[config.mk]
export PLATFORM = sky130hd
export DESIGN_NAME = rsd_serdes_regs
export DESIGN_NICKNAME = d
export VERILOG_FILES = /design/src/pkg/rsd_pkg.sv /design/src/hdl/rsd_serdes_regs.sv
export VERILOG_INCLUDE_DIRS = /design/src /design/src/pkg
export SDC_FILE = /design/constraint.sdc
export NUM_CORES = 2
export LEC_CHECK = 0
export ABC_AREA = 1
export BUFFER_PORTS_ARGS = -buffer_cell sky130_fd_sc_hd__clkbuf_2
export CAP_MARGIN = 10
export CELL_PAD_IN_SITES_DETAIL_PLACEMENT = 1
export CELL_PAD_IN_SITES_GLOBAL_PLACEMENT = 2
export CORE_ASPECT_RATIO = 0.75
export CORE_MARGIN = 2
export CORE_UTILIZATION = 48
export CTS_BUF_LIST = sky130_fd_sc_hd__clkbuf_4 sky130_fd_sc_hd__clkbuf_8
export DETAILED_ROUTE_END_ITERATION = 16
export GPL_TIMING_DRIVEN = 0
export PLACE_DENSITY = 0.94
export SLEW_MARGIN = 20
export SYNTH_ARGS = -nofsm -noshare
export SYNTH_HDL_FRONTEND = slang
export SYNTH_SLANG_ARGS = --single-unit
[constraint.sdc]
create_clock -name clk -period 4.75 [get_ports clk]
set_input_delay 0.95 -clock clk [delete_from_list [all_inputs] [get_ports clk]]
set_output_delay 0.95 -clock clk [all_outputs]
set_load 0.01 [all_outputs]
[src/pkg/rsd_regs.svh]
// Purpose: Offsets, field positions and reset values of the radio SERDES registers.
// Assumes: Six-bit register address carried in the serial command byte.
// Notes: Definitions only.
`ifndef RSD_REGS_SVH
`define RSD_REGS_SVH

// ------------------------------------------------------------
// Register offsets
// ------------------------------------------------------------
`define RSD_ADDR_RX_STAT 6'h08
`define RSD_ADDR_RX_BYTE_A 6'h09
`define RSD_ADDR_RX_VALID_A 6'h0a
`define RSD_ADDR_RX_BYTE_B 6'h0b
`define RSD_ADDR_RX_VALID_B 6'h0c
`define RSD_ADDR_TX_IRQ_EN 6'h0d
`define RSD_ADDR_TX_STAT 6'h0e
`define RSD_ADDR_TX_BYTE 6'h0f
`define RSD_ADDR_TX_VALID 6'h10
`define RSD_ADDR_CODE_LO 6'h11
`define RSD_ADDR_CODE_HI 6'h18
`define RSD_ADDR_ZERO_THR 6'h19

// ------------------------------------------------------------
// Reset values
// ------------------------------------------------------------
`define RSD_RST_CODE 64'h1e8b6a3de0e9b222
`define RSD_RST_ZERO_THR 7'h08

// ------------------------------------------------------------
// Field positions
// ------------------------------------------------------------
`define RSD_TX_UNDER 3
`define RSD_TX_OVER 2
`define RSD_TX_DONE 1
`define RSD_TX_EMPTY 0
`define RSD_SPI_WR_BIT 7
`define RSD_SPI_INC_BIT 6

// ------------------------------------------------------------
// Sizes
// ------------------------------------------------------------
`define RSD_FIFO_WIDTH 16
`define RSD_FIFO_DEPTH 32
`define RSD_CHIP_LAST_LONG 6'h3f
`define RSD_CHIP_LAST_SHORT 6'h1f

`endif

[src/pkg/rsd_pkg.sv]
// Purpose: Types shared by the radio SERDES register block.
// Assumes: Constants come from rsd_regs.svh.
// Notes: One state struct per module.
package rsd_pkg;

    // ------------------------------------------------------------
    // Serial port phases
    // ------------------------------------------------------------
    typedef enum logic [2:0] {
        RSD_SPI_IDLE = 3'b001,
        RSD_SPI_CMD = 3'b010,
        RSD_SPI_DATA = 3'b100
    } rsd_spi_e;

    // ------------------------------------------------------------
    // One receive channel
    // ------------------------------------------------------------
    typedef struct packed {
        logic [7:0] bits;
        logic [7:0] marks;
        logic [2:0] pos;
        logic begun;
        logic [3:0] gap;
        logic push;
        logic [15:0] push_word;
        logic [7:0] byte_q;
        logic [7:0] valid_q;
        logic holding;
        logic full;
        logic eof;
        logic flow;
    } rsd_rx_chan_s;

    // ------------------------------------------------------------
    // Whole block state
    // ------------------------------------------------------------
    typedef struct packed {
        logic [2:0] sync1;
        logic [2:0] sync2;
        logic sclk_d;
        rsd_spi_e spi;
        logic [2:0] bitcnt;
        logic [7:0] sh_in;
        logic [7:0] sh_out;
        logic wr;
        logic inc;
        logic [5:0] addr;
        logic miso_oe;
        logic [3:0] tx_irq_en;
        logic [7:0] tx_byte;
        logic [7:0] tx_mask;
        logic tx_pend;
        logic [7:0] sh_data;
        logic [7:0] sh_mask;
        logic tx_started;
        logic tx_done;
        logic tx_over;
        logic tx_under;
        logic tx_bit;
        logic tx_bit_is_data;
        logic irq;
        logic [63:0] code;
        logic [6:0] thr;
        logic [5:0] chip_idx;
        logic chip;
        rsd_rx_chan_s [1:0] ch;
    } rsd_state_s;

endpackage

[src/hdl/rsd_serdes_regs.sv]
// Purpose: Byte-wide SERDES registers of a spread-spectrum baseband, reached over SPI.
// Assumes: Bit and chip strobes, enables and end-of-frame length come from same-clock logic.
// Notes: SPI pins are asynchronous and pass two flip-flops before use.
`timescale 1ns/100ps
`include "rsd_regs.svh"

// ------------------------------------------------------------
// Receive byte buffer
// ------------------------------------------------------------
module rsd_fifo #(
    parameter int WIDTH = `RSD_FIFO_WIDTH,
    parameter int DEPTH = `RSD_FIFO_DEPTH,
    parameter int AW = $clog2(DEPTH)
) (
    input wire logic clk,
    input wire logic sys_rst,
    input wire logic in_valid,
    output logic in_ready,
    input wire logic [WIDTH-1:0] in_data,
    output logic out_valid,
    input wire logic out_ready,
    output logic [WIDTH-1:0] out_data
);
    typedef struct packed {
        logic [AW:0] wp;
        logic [AW:0] rp;
    } rsd_fifo_s;

    rsd_fifo_s st;
    rsd_fifo_s next_st;
    logic [WIDTH-1:0] mem [DEPTH];
    logic push;
    logic pop;

    assign in_ready = (st.wp[AW] == st.rp[AW]) || (st.wp[AW-1:0] != st.rp[AW-1:0]);
    assign out_valid = st.wp != st.rp;
    assign out_data = mem[st.rp[AW-1:0]];
    assign push = in_valid & in_ready;
    assign pop = out_valid & out_ready;

    always_comb begin
        next_st = st;
        if (push) begin
            next_st.wp = st.wp + 1'b1;
        end
        if (pop) begin
            next_st.rp = st.rp + 1'b1;
        end
    end

    always_ff @(posedge clk) begin
        if (sys_rst) begin
            st <= '0;
        end else begin
            st <= next_st;
        end
    end

    // Storage carries no reset; pointers alone decide what is valid
    always_ff @(posedge clk) begin
        if (push) begin
            mem[st.wp[AW-1:0]] <= in_data;
        end
    end
endmodule

// ------------------------------------------------------------
// Register block
// ------------------------------------------------------------
module rsd_serdes_regs
    import rsd_pkg::*;
(
    input wire logic clk,
    input wire logic sys_rst,
    input wire logic spi_sclk,
    input wire logic spi_mosi,
    input wire logic spi_ss_n,
    output logic spi_miso,
    output logic spi_miso_oe,
    input wire logic rx_enable,
    input wire logic tx_enable,
    input wire logic [2:0] eof_length,
    input wire logic bit_tick,
    input wire logic [1:0] rx_bit,
    input wire logic [1:0] rx_bit_ok,
    output logic tx_bit,
    output logic tx_bit_is_data,
    output logic tx_irq_req,
    input wire logic chip_tick,
    input wire logic code_short,
    input wire logic code_upper,
    output logic chip,
    output logic [63:0] spreading_code,
    output logic [6:0] zero_threshold
);
    rsd_state_s st;
    rsd_state_s next_st;
    logic [1:0] f_in_ready;
    logic [1:0] f_out_valid;
    logic [1:0] f_out_ready;
    logic [15:0] f_out_data [2];

    // ------------------------------------------------------------
    // Helpers
    // ------------------------------------------------------------
    function automatic logic [3:0] rx_nibble(input rsd_rx_chan_s c);
        rx_nibble = {c.valid_q == 8'hff, c.flow, c.eof, c.full};
    endfunction

    function automatic logic [3:0] tx_flags(input rsd_state_s s);
        tx_flags = {s.tx_under, s.tx_over, s.tx_done, ~s.tx_pend};
    endfunction

    function automatic logic [7:0] reg_read(input rsd_state_s s, input logic [5:0] a,
                                            input logic rx_en, input logic tx_en);
        logic [2:0] k;
        k = 3'(a - `RSD_ADDR_CODE_LO);
        reg_read = 8'h00;
        case (a)
            `RSD_ADDR_RX_STAT: begin
                if (rx_en) begin
                    reg_read = {rx_nibble(s.ch[1]), rx_nibble(s.ch[0])};
                end
            end
            `RSD_ADDR_RX_BYTE_A: reg_read = s.ch[0].byte_q;
            `RSD_ADDR_RX_VALID_A: reg_read = s.ch[0].valid_q;
            `RSD_ADDR_RX_BYTE_B: reg_read = s.ch[1].byte_q;
            `RSD_ADDR_RX_VALID_B: reg_read = s.ch[1].valid_q;
            `RSD_ADDR_TX_IRQ_EN: reg_read = {4'h0, s.tx_irq_en};
            `RSD_ADDR_TX_STAT: begin
                if (tx_en) begin
                    reg_read = {4'h0, tx_flags(s)};
                end
            end
            `RSD_ADDR_TX_BYTE: reg_read = s.tx_byte;
            `RSD_ADDR_TX_VALID: reg_read = s.tx_mask;
            `RSD_ADDR_ZERO_THR: reg_read = {1'b0, s.thr};
            default: begin
                if (a >= `RSD_ADDR_CODE_LO && a <= `RSD_ADDR_CODE_HI) begin
                    reg_read = s.code[{k, 3'b000} +: 8];
                end
            end
        endcase
    endfunction

    // ------------------------------------------------------------
    // Receive buffers
    // ------------------------------------------------------------
    for (genvar c = 0; c < 2; c++) begin : g_fifo
        assign f_out_ready[c] = ~st.ch[c].holding;
        rsd_fifo #(
            .WIDTH(`RSD_FIFO_WIDTH),
            .DEPTH(`RSD_FIFO_DEPTH)
        ) u_fifo (
            .clk(clk),
            .sys_rst(sys_rst),
            .in_valid(st.ch[c].push),
            .in_ready(f_in_ready[c]),
            .in_data(st.ch[c].push_word),
            .out_valid(f_out_valid[c]),
            .out_ready(f_out_ready[c]),
            .out_data(f_out_data[c])
        );
    end

    // ------------------------------------------------------------
    // Next state
    // ------------------------------------------------------------
    always_comb begin
        logic rise;
        logic fall;
        logic [7:0] byte_in;
        logic [5:0] next_addr;
        logic rd_stb;
        logic wr_stb;
        logic [5:0] acc_addr;
        logic [2:0] k;
        logic move;
        logic eof_hit;
        logic [7:0] nb;
        logic [7:0] nm;
        logic [5:0] last;
        rise = 1'b0;
        fall = 1'b0;
        byte_in = 8'h00;
        next_addr = 6'h00;
        rd_stb = 1'b0;
        wr_stb = 1'b0;
        acc_addr = 6'h00;
        k = 3'h0;
        move = 1'b0;
        eof_hit = 1'b0;
        nb = 8'h00;
        nm = 8'h00;
        last = 6'h00;
        next_st = st;

        // Serial port: only the second stage is looked at
        next_st.sync1 = {spi_sclk, spi_mosi, spi_ss_n};
        next_st.sync2 = st.sync1;
        next_st.sclk_d = st.sync2[2];
        rise = st.sync2[2] & ~st.sclk_d;
        fall = ~st.sync2[2] & st.sclk_d;
        if (st.sync2[0]) begin
            next_st.spi = RSD_SPI_IDLE;
            next_st.bitcnt = 3'h0;
            next_st.miso_oe = 1'b0;
        end else begin
            next_st.miso_oe = 1'b1;
            if (st.spi == RSD_SPI_IDLE) begin
                next_st.spi = RSD_SPI_CMD;
            end
            if (rise) begin
                byte_in = {st.sh_in[6:0], st.sync2[1]};
                next_st.sh_in = byte_in;
                next_st.bitcnt = st.bitcnt + 3'h1;
                if (st.bitcnt == 3'h7) begin
                    if (st.spi == RSD_SPI_DATA) begin
                        wr_stb = st.wr;
                        acc_addr = st.addr;
                        next_addr = st.addr + {5'h00, st.inc};
                        // Prefetch only in bursts, so a plain read never pops a second byte
                        rd_stb = ~st.wr & st.inc;
                    end else begin
                        next_st.wr = byte_in[`RSD_SPI_WR_BIT];
                        next_st.inc = byte_in[`RSD_SPI_INC_BIT];
                        next_addr = byte_in[5:0];
                        rd_stb = ~byte_in[`RSD_SPI_WR_BIT];
                    end
                    next_st.addr = next_addr;
                    next_st.spi = RSD_SPI_DATA;
                    // Reads are fetched a byte early, so side effects land here
                    if (rd_stb) begin
                        next_st.sh_out = reg_read(st, next_addr, rx_enable, tx_enable);
                    end
                end
            end else if (fall && st.bitcnt != 3'h0) begin
                next_st.sh_out = {st.sh_out[6:0], 1'b0};
            end
        end

        // Read side effects: clears first so a same-cycle event still sets
        if (rd_stb && next_addr == `RSD_ADDR_RX_STAT) begin
            for (int c = 0; c < 2; c++) begin
                next_st.ch[c].eof = 1'b0;
                next_st.ch[c].flow = 1'b0;
                next_st.ch[c].full = 1'b0;
            end
        end
        if (rd_stb && next_addr == `RSD_ADDR_TX_STAT) begin
            next_st.tx_under = 1'b0;
            next_st.tx_over = 1'b0;
            next_st.tx_done = 1'b0;
        end
        for (int c = 0; c < 2; c++) begin
            if (rd_stb && next_addr == (c == 0 ? `RSD_ADDR_RX_BYTE_A : `RSD_ADDR_RX_BYTE_B)) begin
                if (st.ch[c].holding) begin
                    next_st.ch[c].holding = 1'b0;
                end else begin
                    next_st.ch[c].flow = 1'b1;
                end
            end
        end

        // Transmit serializer
        if (!tx_enable) begin
            next_st.sh_mask = 8'h00;
            next_st.tx_started = 1'b0;
            next_st.tx_bit_is_data = 1'b0;
        end else if (bit_tick) begin
            if (st.sh_mask != 8'h00) begin
                next_st.tx_bit = st.sh_data[0];
                next_st.tx_bit_is_data = st.sh_mask[0];
                next_st.sh_data = {1'b0, st.sh_data[7:1]};
                next_st.sh_mask = {1'b0, st.sh_mask[7:1]};
                next_st.tx_started = 1'b1;
                if (st.sh_mask[7:1] == 7'h00 && !st.tx_pend) begin
                    next_st.tx_done = 1'b1;
                end
            end else begin
                next_st.tx_bit = 1'b0;
                next_st.tx_bit_is_data = 1'b0;
                if (st.tx_started && !st.tx_pend) begin
                    next_st.tx_under = 1'b1;
                end
            end
        end else if (st.sh_mask == 8'h00 && st.tx_pend) begin
            move = 1'b1;
            next_st.sh_data = st.tx_byte;
            next_st.sh_mask = st.tx_mask;
            next_st.tx_pend = 1'b0;
        end

        // Register writes
        if (wr_stb) begin
            k = 3'(acc_addr - `RSD_ADDR_CODE_LO);
            case (acc_addr)
                `RSD_ADDR_TX_IRQ_EN: next_st.tx_irq_en = byte_in[3:0];
                `RSD_ADDR_TX_VALID: next_st.tx_mask = byte_in;
                `RSD_ADDR_TX_BYTE: begin
                    if (st.tx_pend && !move) begin
                        next_st.tx_over = 1'b1;
                    end
                    next_st.tx_byte = byte_in;
                    next_st.tx_pend = 1'b1;
                end
                `RSD_ADDR_ZERO_THR: next_st.thr = byte_in[6:0];
                default: begin
                    if (acc_addr >= `RSD_ADDR_CODE_LO && acc_addr <= `RSD_ADDR_CODE_HI) begin
                        next_st.code[{k, 3'b000} +: 8] = byte_in;
                    end
                end
            endcase
        end
        next_st.irq = tx_enable & (|(tx_flags(st) & st.tx_irq_en));

        // Receive deserializers
        for (int c = 0; c < 2; c++) begin
            next_st.ch[c].push = 1'b0;
            if (st.ch[c].push && !f_in_ready[c]) begin
                next_st.ch[c].flow = 1'b1;
            end
            if (f_out_valid[c] && !st.ch[c].holding) begin
                next_st.ch[c].byte_q = f_out_data[c][7:0];
                next_st.ch[c].valid_q = f_out_data[c][15:8];
                next_st.ch[c].holding = 1'b1;
                next_st.ch[c].full = 1'b1;
            end
            if (!rx_enable) begin
                next_st.ch[c].pos = 3'h0;
                next_st.ch[c].begun = 1'b0;
                next_st.ch[c].gap = 4'h0;
                next_st.ch[c].bits = 8'h00;
                next_st.ch[c].marks = 8'h00;
            end else if (bit_tick && (rx_bit_ok[c] || st.ch[c].begun)) begin
                nb = st.ch[c].bits;
                nm = st.ch[c].marks;
                nb[st.ch[c].pos] = rx_bit[c];
                nm[st.ch[c].pos] = rx_bit_ok[c];
                eof_hit = !rx_bit_ok[c] && st.ch[c].gap == {1'b0, eof_length};
                next_st.ch[c].begun = ~eof_hit;
                next_st.ch[c].gap = rx_bit_ok[c] ? 4'h0 : st.ch[c].gap + 4'h1;
                next_st.ch[c].bits = nb;
                next_st.ch[c].marks = nm;
                next_st.ch[c].pos = st.ch[c].pos + 3'h1;
                if (eof_hit) begin
                    next_st.ch[c].eof = 1'b1;
                    next_st.ch[c].gap = 4'h0;
                end
                if (eof_hit || st.ch[c].pos == 3'h7) begin
                    next_st.ch[c].push = 1'b1;
                    next_st.ch[c].push_word = {nm, nb};
                    next_st.ch[c].pos = 3'h0;
                    next_st.ch[c].bits = 8'h00;
                    next_st.ch[c].marks = 8'h00;
                end
            end
        end

        // Chip sequencer: full code or one 32-chip half
        if (chip_tick) begin
            last = code_short ? `RSD_CHIP_LAST_SHORT : `RSD_CHIP_LAST_LONG;
            next_st.chip = code_short ? st.code[{code_upper, st.chip_idx[4:0]}]
                                      : st.code[st.chip_idx];
            next_st.chip_idx = (st.chip_idx >= last) ? 6'h00 : st.chip_idx + 6'h01;
        end
    end

    always_ff @(posedge clk) begin
        if (sys_rst) begin
            st <= '0;
            st.sync1 <= 3'b001;
            st.sync2 <= 3'b001;
            st.spi <= RSD_SPI_IDLE;
            st.tx_irq_en <= 4'h0;
            st.code <= `RSD_RST_CODE;
            st.thr <= `RSD_RST_ZERO_THR;
        end else begin
            st <= next_st;
        end
    end

    // ------------------------------------------------------------
    // Outputs
    // ------------------------------------------------------------
    assign spi_miso = st.sh_out[7];
    assign spi_miso_oe = st.miso_oe;
    assign tx_bit = st.tx_bit;
    assign tx_bit_is_data = st.tx_bit_is_data;
    assign tx_irq_req = st.irq;
    assign chip = st.chip;
    assign spreading_code = st.code;
    assign zero_threshold = st.thr;
endmodule

==> run summary <==
The max-slew headroom at the worst pin was 21.14%. The number of flops mapped to enable cells by yosys was 1,024; the placer congestion estimate was 1.008. Hold violation count in the final report: 0.

Clock tree synthesis inserted a total of 201 buffers. The routed design has 204,100 microns of wire. In this run the post-CTS setup repair buffer count came out at 0.

The routed length per placed instance was 28.45 microns. The run gives 0 as the max-slew violation count. Yosys mapped the design onto 57 distinct sky130hd cell types. Number of top-level pins: 95. The run gives 34.31% as the overall track demand over capacity in global routing.

The flow ran to the end, and the final reports show no timing, DRC or antenna violations. The standard cell area after detailed placement came out at 59,020 sq um. The TritonCTS sink count came out at 1,329. TritonCTS built the clock tree. The routed layout has 44.53k vias. After synthesis the netlist holds a flip-flop and latch count of 1,329. The share of the cycle needed by the critical path after routing is 85.24%, and the average cell area after synthesis is 10.83 sq um. The worst hold path begins at spi_sclk.

The row count was 107. In this run the critical register-to-register path is launched from g_fifo[0].u_fifo.st[0]$_SDFFE_PP0P_. At the worst endpoint, the required time is 5.59 ns.

The number of DRC markers in iteration 0 came out at 5,856. The clock root buffer was clkbuf_8. The share of the Yosys chip area taken by registers is 66.71%. The average vias per placed instance is 6.207. The share of layout cells above drive strength 1 works out to 13.83%. The cell at the slowest stage of the critical path is dfxtp_1. From synthesis to final layout, the design area changed by 14.34%.

Among all flip-flop cells after synthesis, the most frequent one is edfxtp_1. The top cell type's share of synthesized area is 55.65%. The library cells used most frequently in the layout, excluding fill and tap cells, are 1,024 x edfxtp_1, 706 x nand2_1, 698 x o21ai_0. The H-tree depth is 4, and the delay of the slowest cell on the worst path is 0.68 ns. The number of gates resized after CTS was 0. Leaving out fill and tap cells, the most frequent cell in the layout is edfxtp_1.

Setup violations remaining at the end of the flow were counted as 0. The clock transition at the registers of the reported paths is 0.07 ns, and the transition time of the tightest slew-check pin is 1.183 ns. The final routed DRC violation total was 0; the number of max-cap violations was 0.

Synthesis handed over a netlist of 5,100 instances. The wire length of the first global-routing pass is 299,800 microns, and the clock period minus worst slack is 4.049 ns. Worst hold-check path type: in -> reg. The core region is 113,800 sq um. The vertical die dimension was 297.8 microns; the maximum buffer depth of the clock tree was 3. The final net count was 5,529; the count of buffer and inverter cells on the critical path was 3. The critical setup path kind is reg -> reg. Once the floorplan was initialized, standard cells occupied 48.55% of the core. The analysis attributes to cell leakage a power of 0.02194 uW. The tools report the aggregate negative setup slack as 0 ns. STA classifies the critical path startpoint as a register.

Tracing the worst setup path back leads to its startpoint at g_fifo[0].u_fifo.st[0]$_SDFFE_PP0P_. Setup repair after global routing left no endpoint under its margin. The initial antenna violation count was 12. After routing the design area is 63,170 sq um. Number of global-route vias before repair: 45.27k. During placement, the flow inserted port buffers numbering 93.

The endpoint type of the worst setup path was a register. The number of nets in the synthesized netlist is 5,153. Cell type group with the largest total delay on the critical path: buffers and inverters.

The post-route clock skew is 0.07331 ns, and the power per unit of standard cell area is 479.8 nW/um^2. Of all flip-flops after synthesis, the portion carrying an async set or reset was 0%. The tools report the reg-to-reg setup timing slack as 0.70 ns. Once detail routing completed, the nets flagged for antenna violations numbered 0. The half-perimeter wire length after placement was 143,800 microns. The run gives 0 as the remaining global-route overflow. Yosys attributes the largest share of cell area to edfxtp_1 56%, dfxtp_1 11%, o21ai_0 6.3%. The critical path goes through buf_2, buf_2, buf_1, nor2_1, o221ai_1, nand3_1, nand4_1, nand3_1, a21oi_1. The tools report the peak clock frequency supported by timing as 247.0 MHz. Measured along the x axis, the die boundary spans 395.8 microns. For the largest net degree at the start of global routing, the log shows 34.

Across the VDD grid, the largest voltage drop is 0.2473 mV. The number of hold-repair buffers added at the cts stage is 0, and the Yosys warning count is 0. In this run the worst path has a maximum fanout of 10. The die covers 117,900 sq um. At the worst endpoint, the arrival time is 4.89 ns. The first detailed-routing pass ran for 6 iterations. For the post-synth design cell area, the log shows 55,250 sq um. Of all cell types, the one taking the most synthesized area is edfxtp_1. The later pin in the worst-skew pair is clocked with a latency of 0.98 ns.
[where the power goes]
| group | internal (uW) | switching (uW) |
|---|---|---|
| combinational | 1710 | 6040 |
| clock | 5120 | 4740 |
| sequential | 12500 | 193 |
| total | 19300 | 11000 |
[layout make-up]
class / instances / area, sq um
Sequential cell: 1329 / 36900
Tap cell: 1526 / 1909
Antenna cell: 8 / 20.02
Fill cell: 12280 / 50620
Buffer: 365 / 1697
Multi-Input combinational cell: 3193 / 16080
Clock buffer: 271 / 3442
Clock inverter: 96 / 695.7
Timing Repair Buffer: 173 / 1630
Inverter: 213 / 802.0
[metal layers]
metal  track usage [%]  up-vias  routed length (microns)
li1                  -    19070                        -
met1             49.40    22380                    85230
met2             49.78     2624                    87550
met3             8.521      451                    23730
met4             13.74       10                     7540
met5                 0        -                       59
[synthesized netlist by cell type, types with 9 or more instances]
library cell	instances
inv_2	15
buf_1	29
nand3_1	223
o21ai_1	12
a21oi_1	244
o211ai_2	9
a211oi_1	10
dfxtp_1	305
xor2_1	10
nor2_1	712
o22ai_1	158
ha_1	35
nor2_2	9
nand2_2	13
a31oi_1	17
edfxtp_1	1024
inv_1	191
o21ai_0	698
buf_2	26
clkbuf_1	234
nor3_1	27
buf_4	74
nand4_1	76
nand2_1	706
o221ai_1	108
o211ai_1	55
[path summary, 6_finish.rpt]
kind	endpoint	depth (start not counted)
min reg2reg	st[276]$_SDFF_PP1_	1
max reg2reg	st[5]$_SDFFE_PP0P_	9
max	st[5]$_SDFFE_PP0P_	9
min	next_st[278]$_SDFF_PP0_	3
[cells by family (layout without fill, tap and decap cells)]
| kind of cell | count (synthesis) | after routing | share of synthesized area (%) |
|---|---|---|---|
| compound gates | 1330 | 1330 | 13.73 |
| xor+xnor | 12 | 12 | 0.2038 |
| fa+ha+maj | 35 | 35 | 0.7926 |
| buf+inv | 578 | 1118 | 4.520 |
| flops | 1329 | 1329 | 66.71 |
| mux | 4 | 4 | 0.07473 |
| other cells | 0 | 8 | 0 |
| simple gates | 1812 | 1812 | 13.97 |
[flip-flops by register name (all words and copies together) (netlist names)]
| name | cells |
|---|---|
| tx_irq_req | 1 |
| g_fifo.u_fifo.st | 24 |
| tx_bit | 1 |
| chip | 1 |
| tx_bit_is_data | 1 |
| spreading_code | 64 |
| zero_threshold | 7 |
| st | 200 |
| spi_miso | 1 |
| next_st | 4 |
| g_fifo.u_fifo.mem | 1024 |
| spi_miso_oe | 1 |
[tightest hold or removal path, delay by kind of cell]
family,cells,cell delay (ns)
buffers and inverters,2,0.12
AND/OR/NAND/NOR,1,0.07
[stage by stage]
step,setup WS [ns],power (uW),std cells,utilization [%],hold slack (ns)
after floorplan,1.747,16730,5100,-,0.3883
after global placement,0.3845,19930,6719,50.64,0.4023
after detailed placement,0.8875,20260,6799,51.86,0.4092
after CTS,0.8129,29990,7166,55.50,0.1546
after global routing,0.5671,31170,7169,55.50,0.2224
final,0.7010,30310,7174,55.52,0.2125
Note: power is estimated with default switching activity, not from simulation.
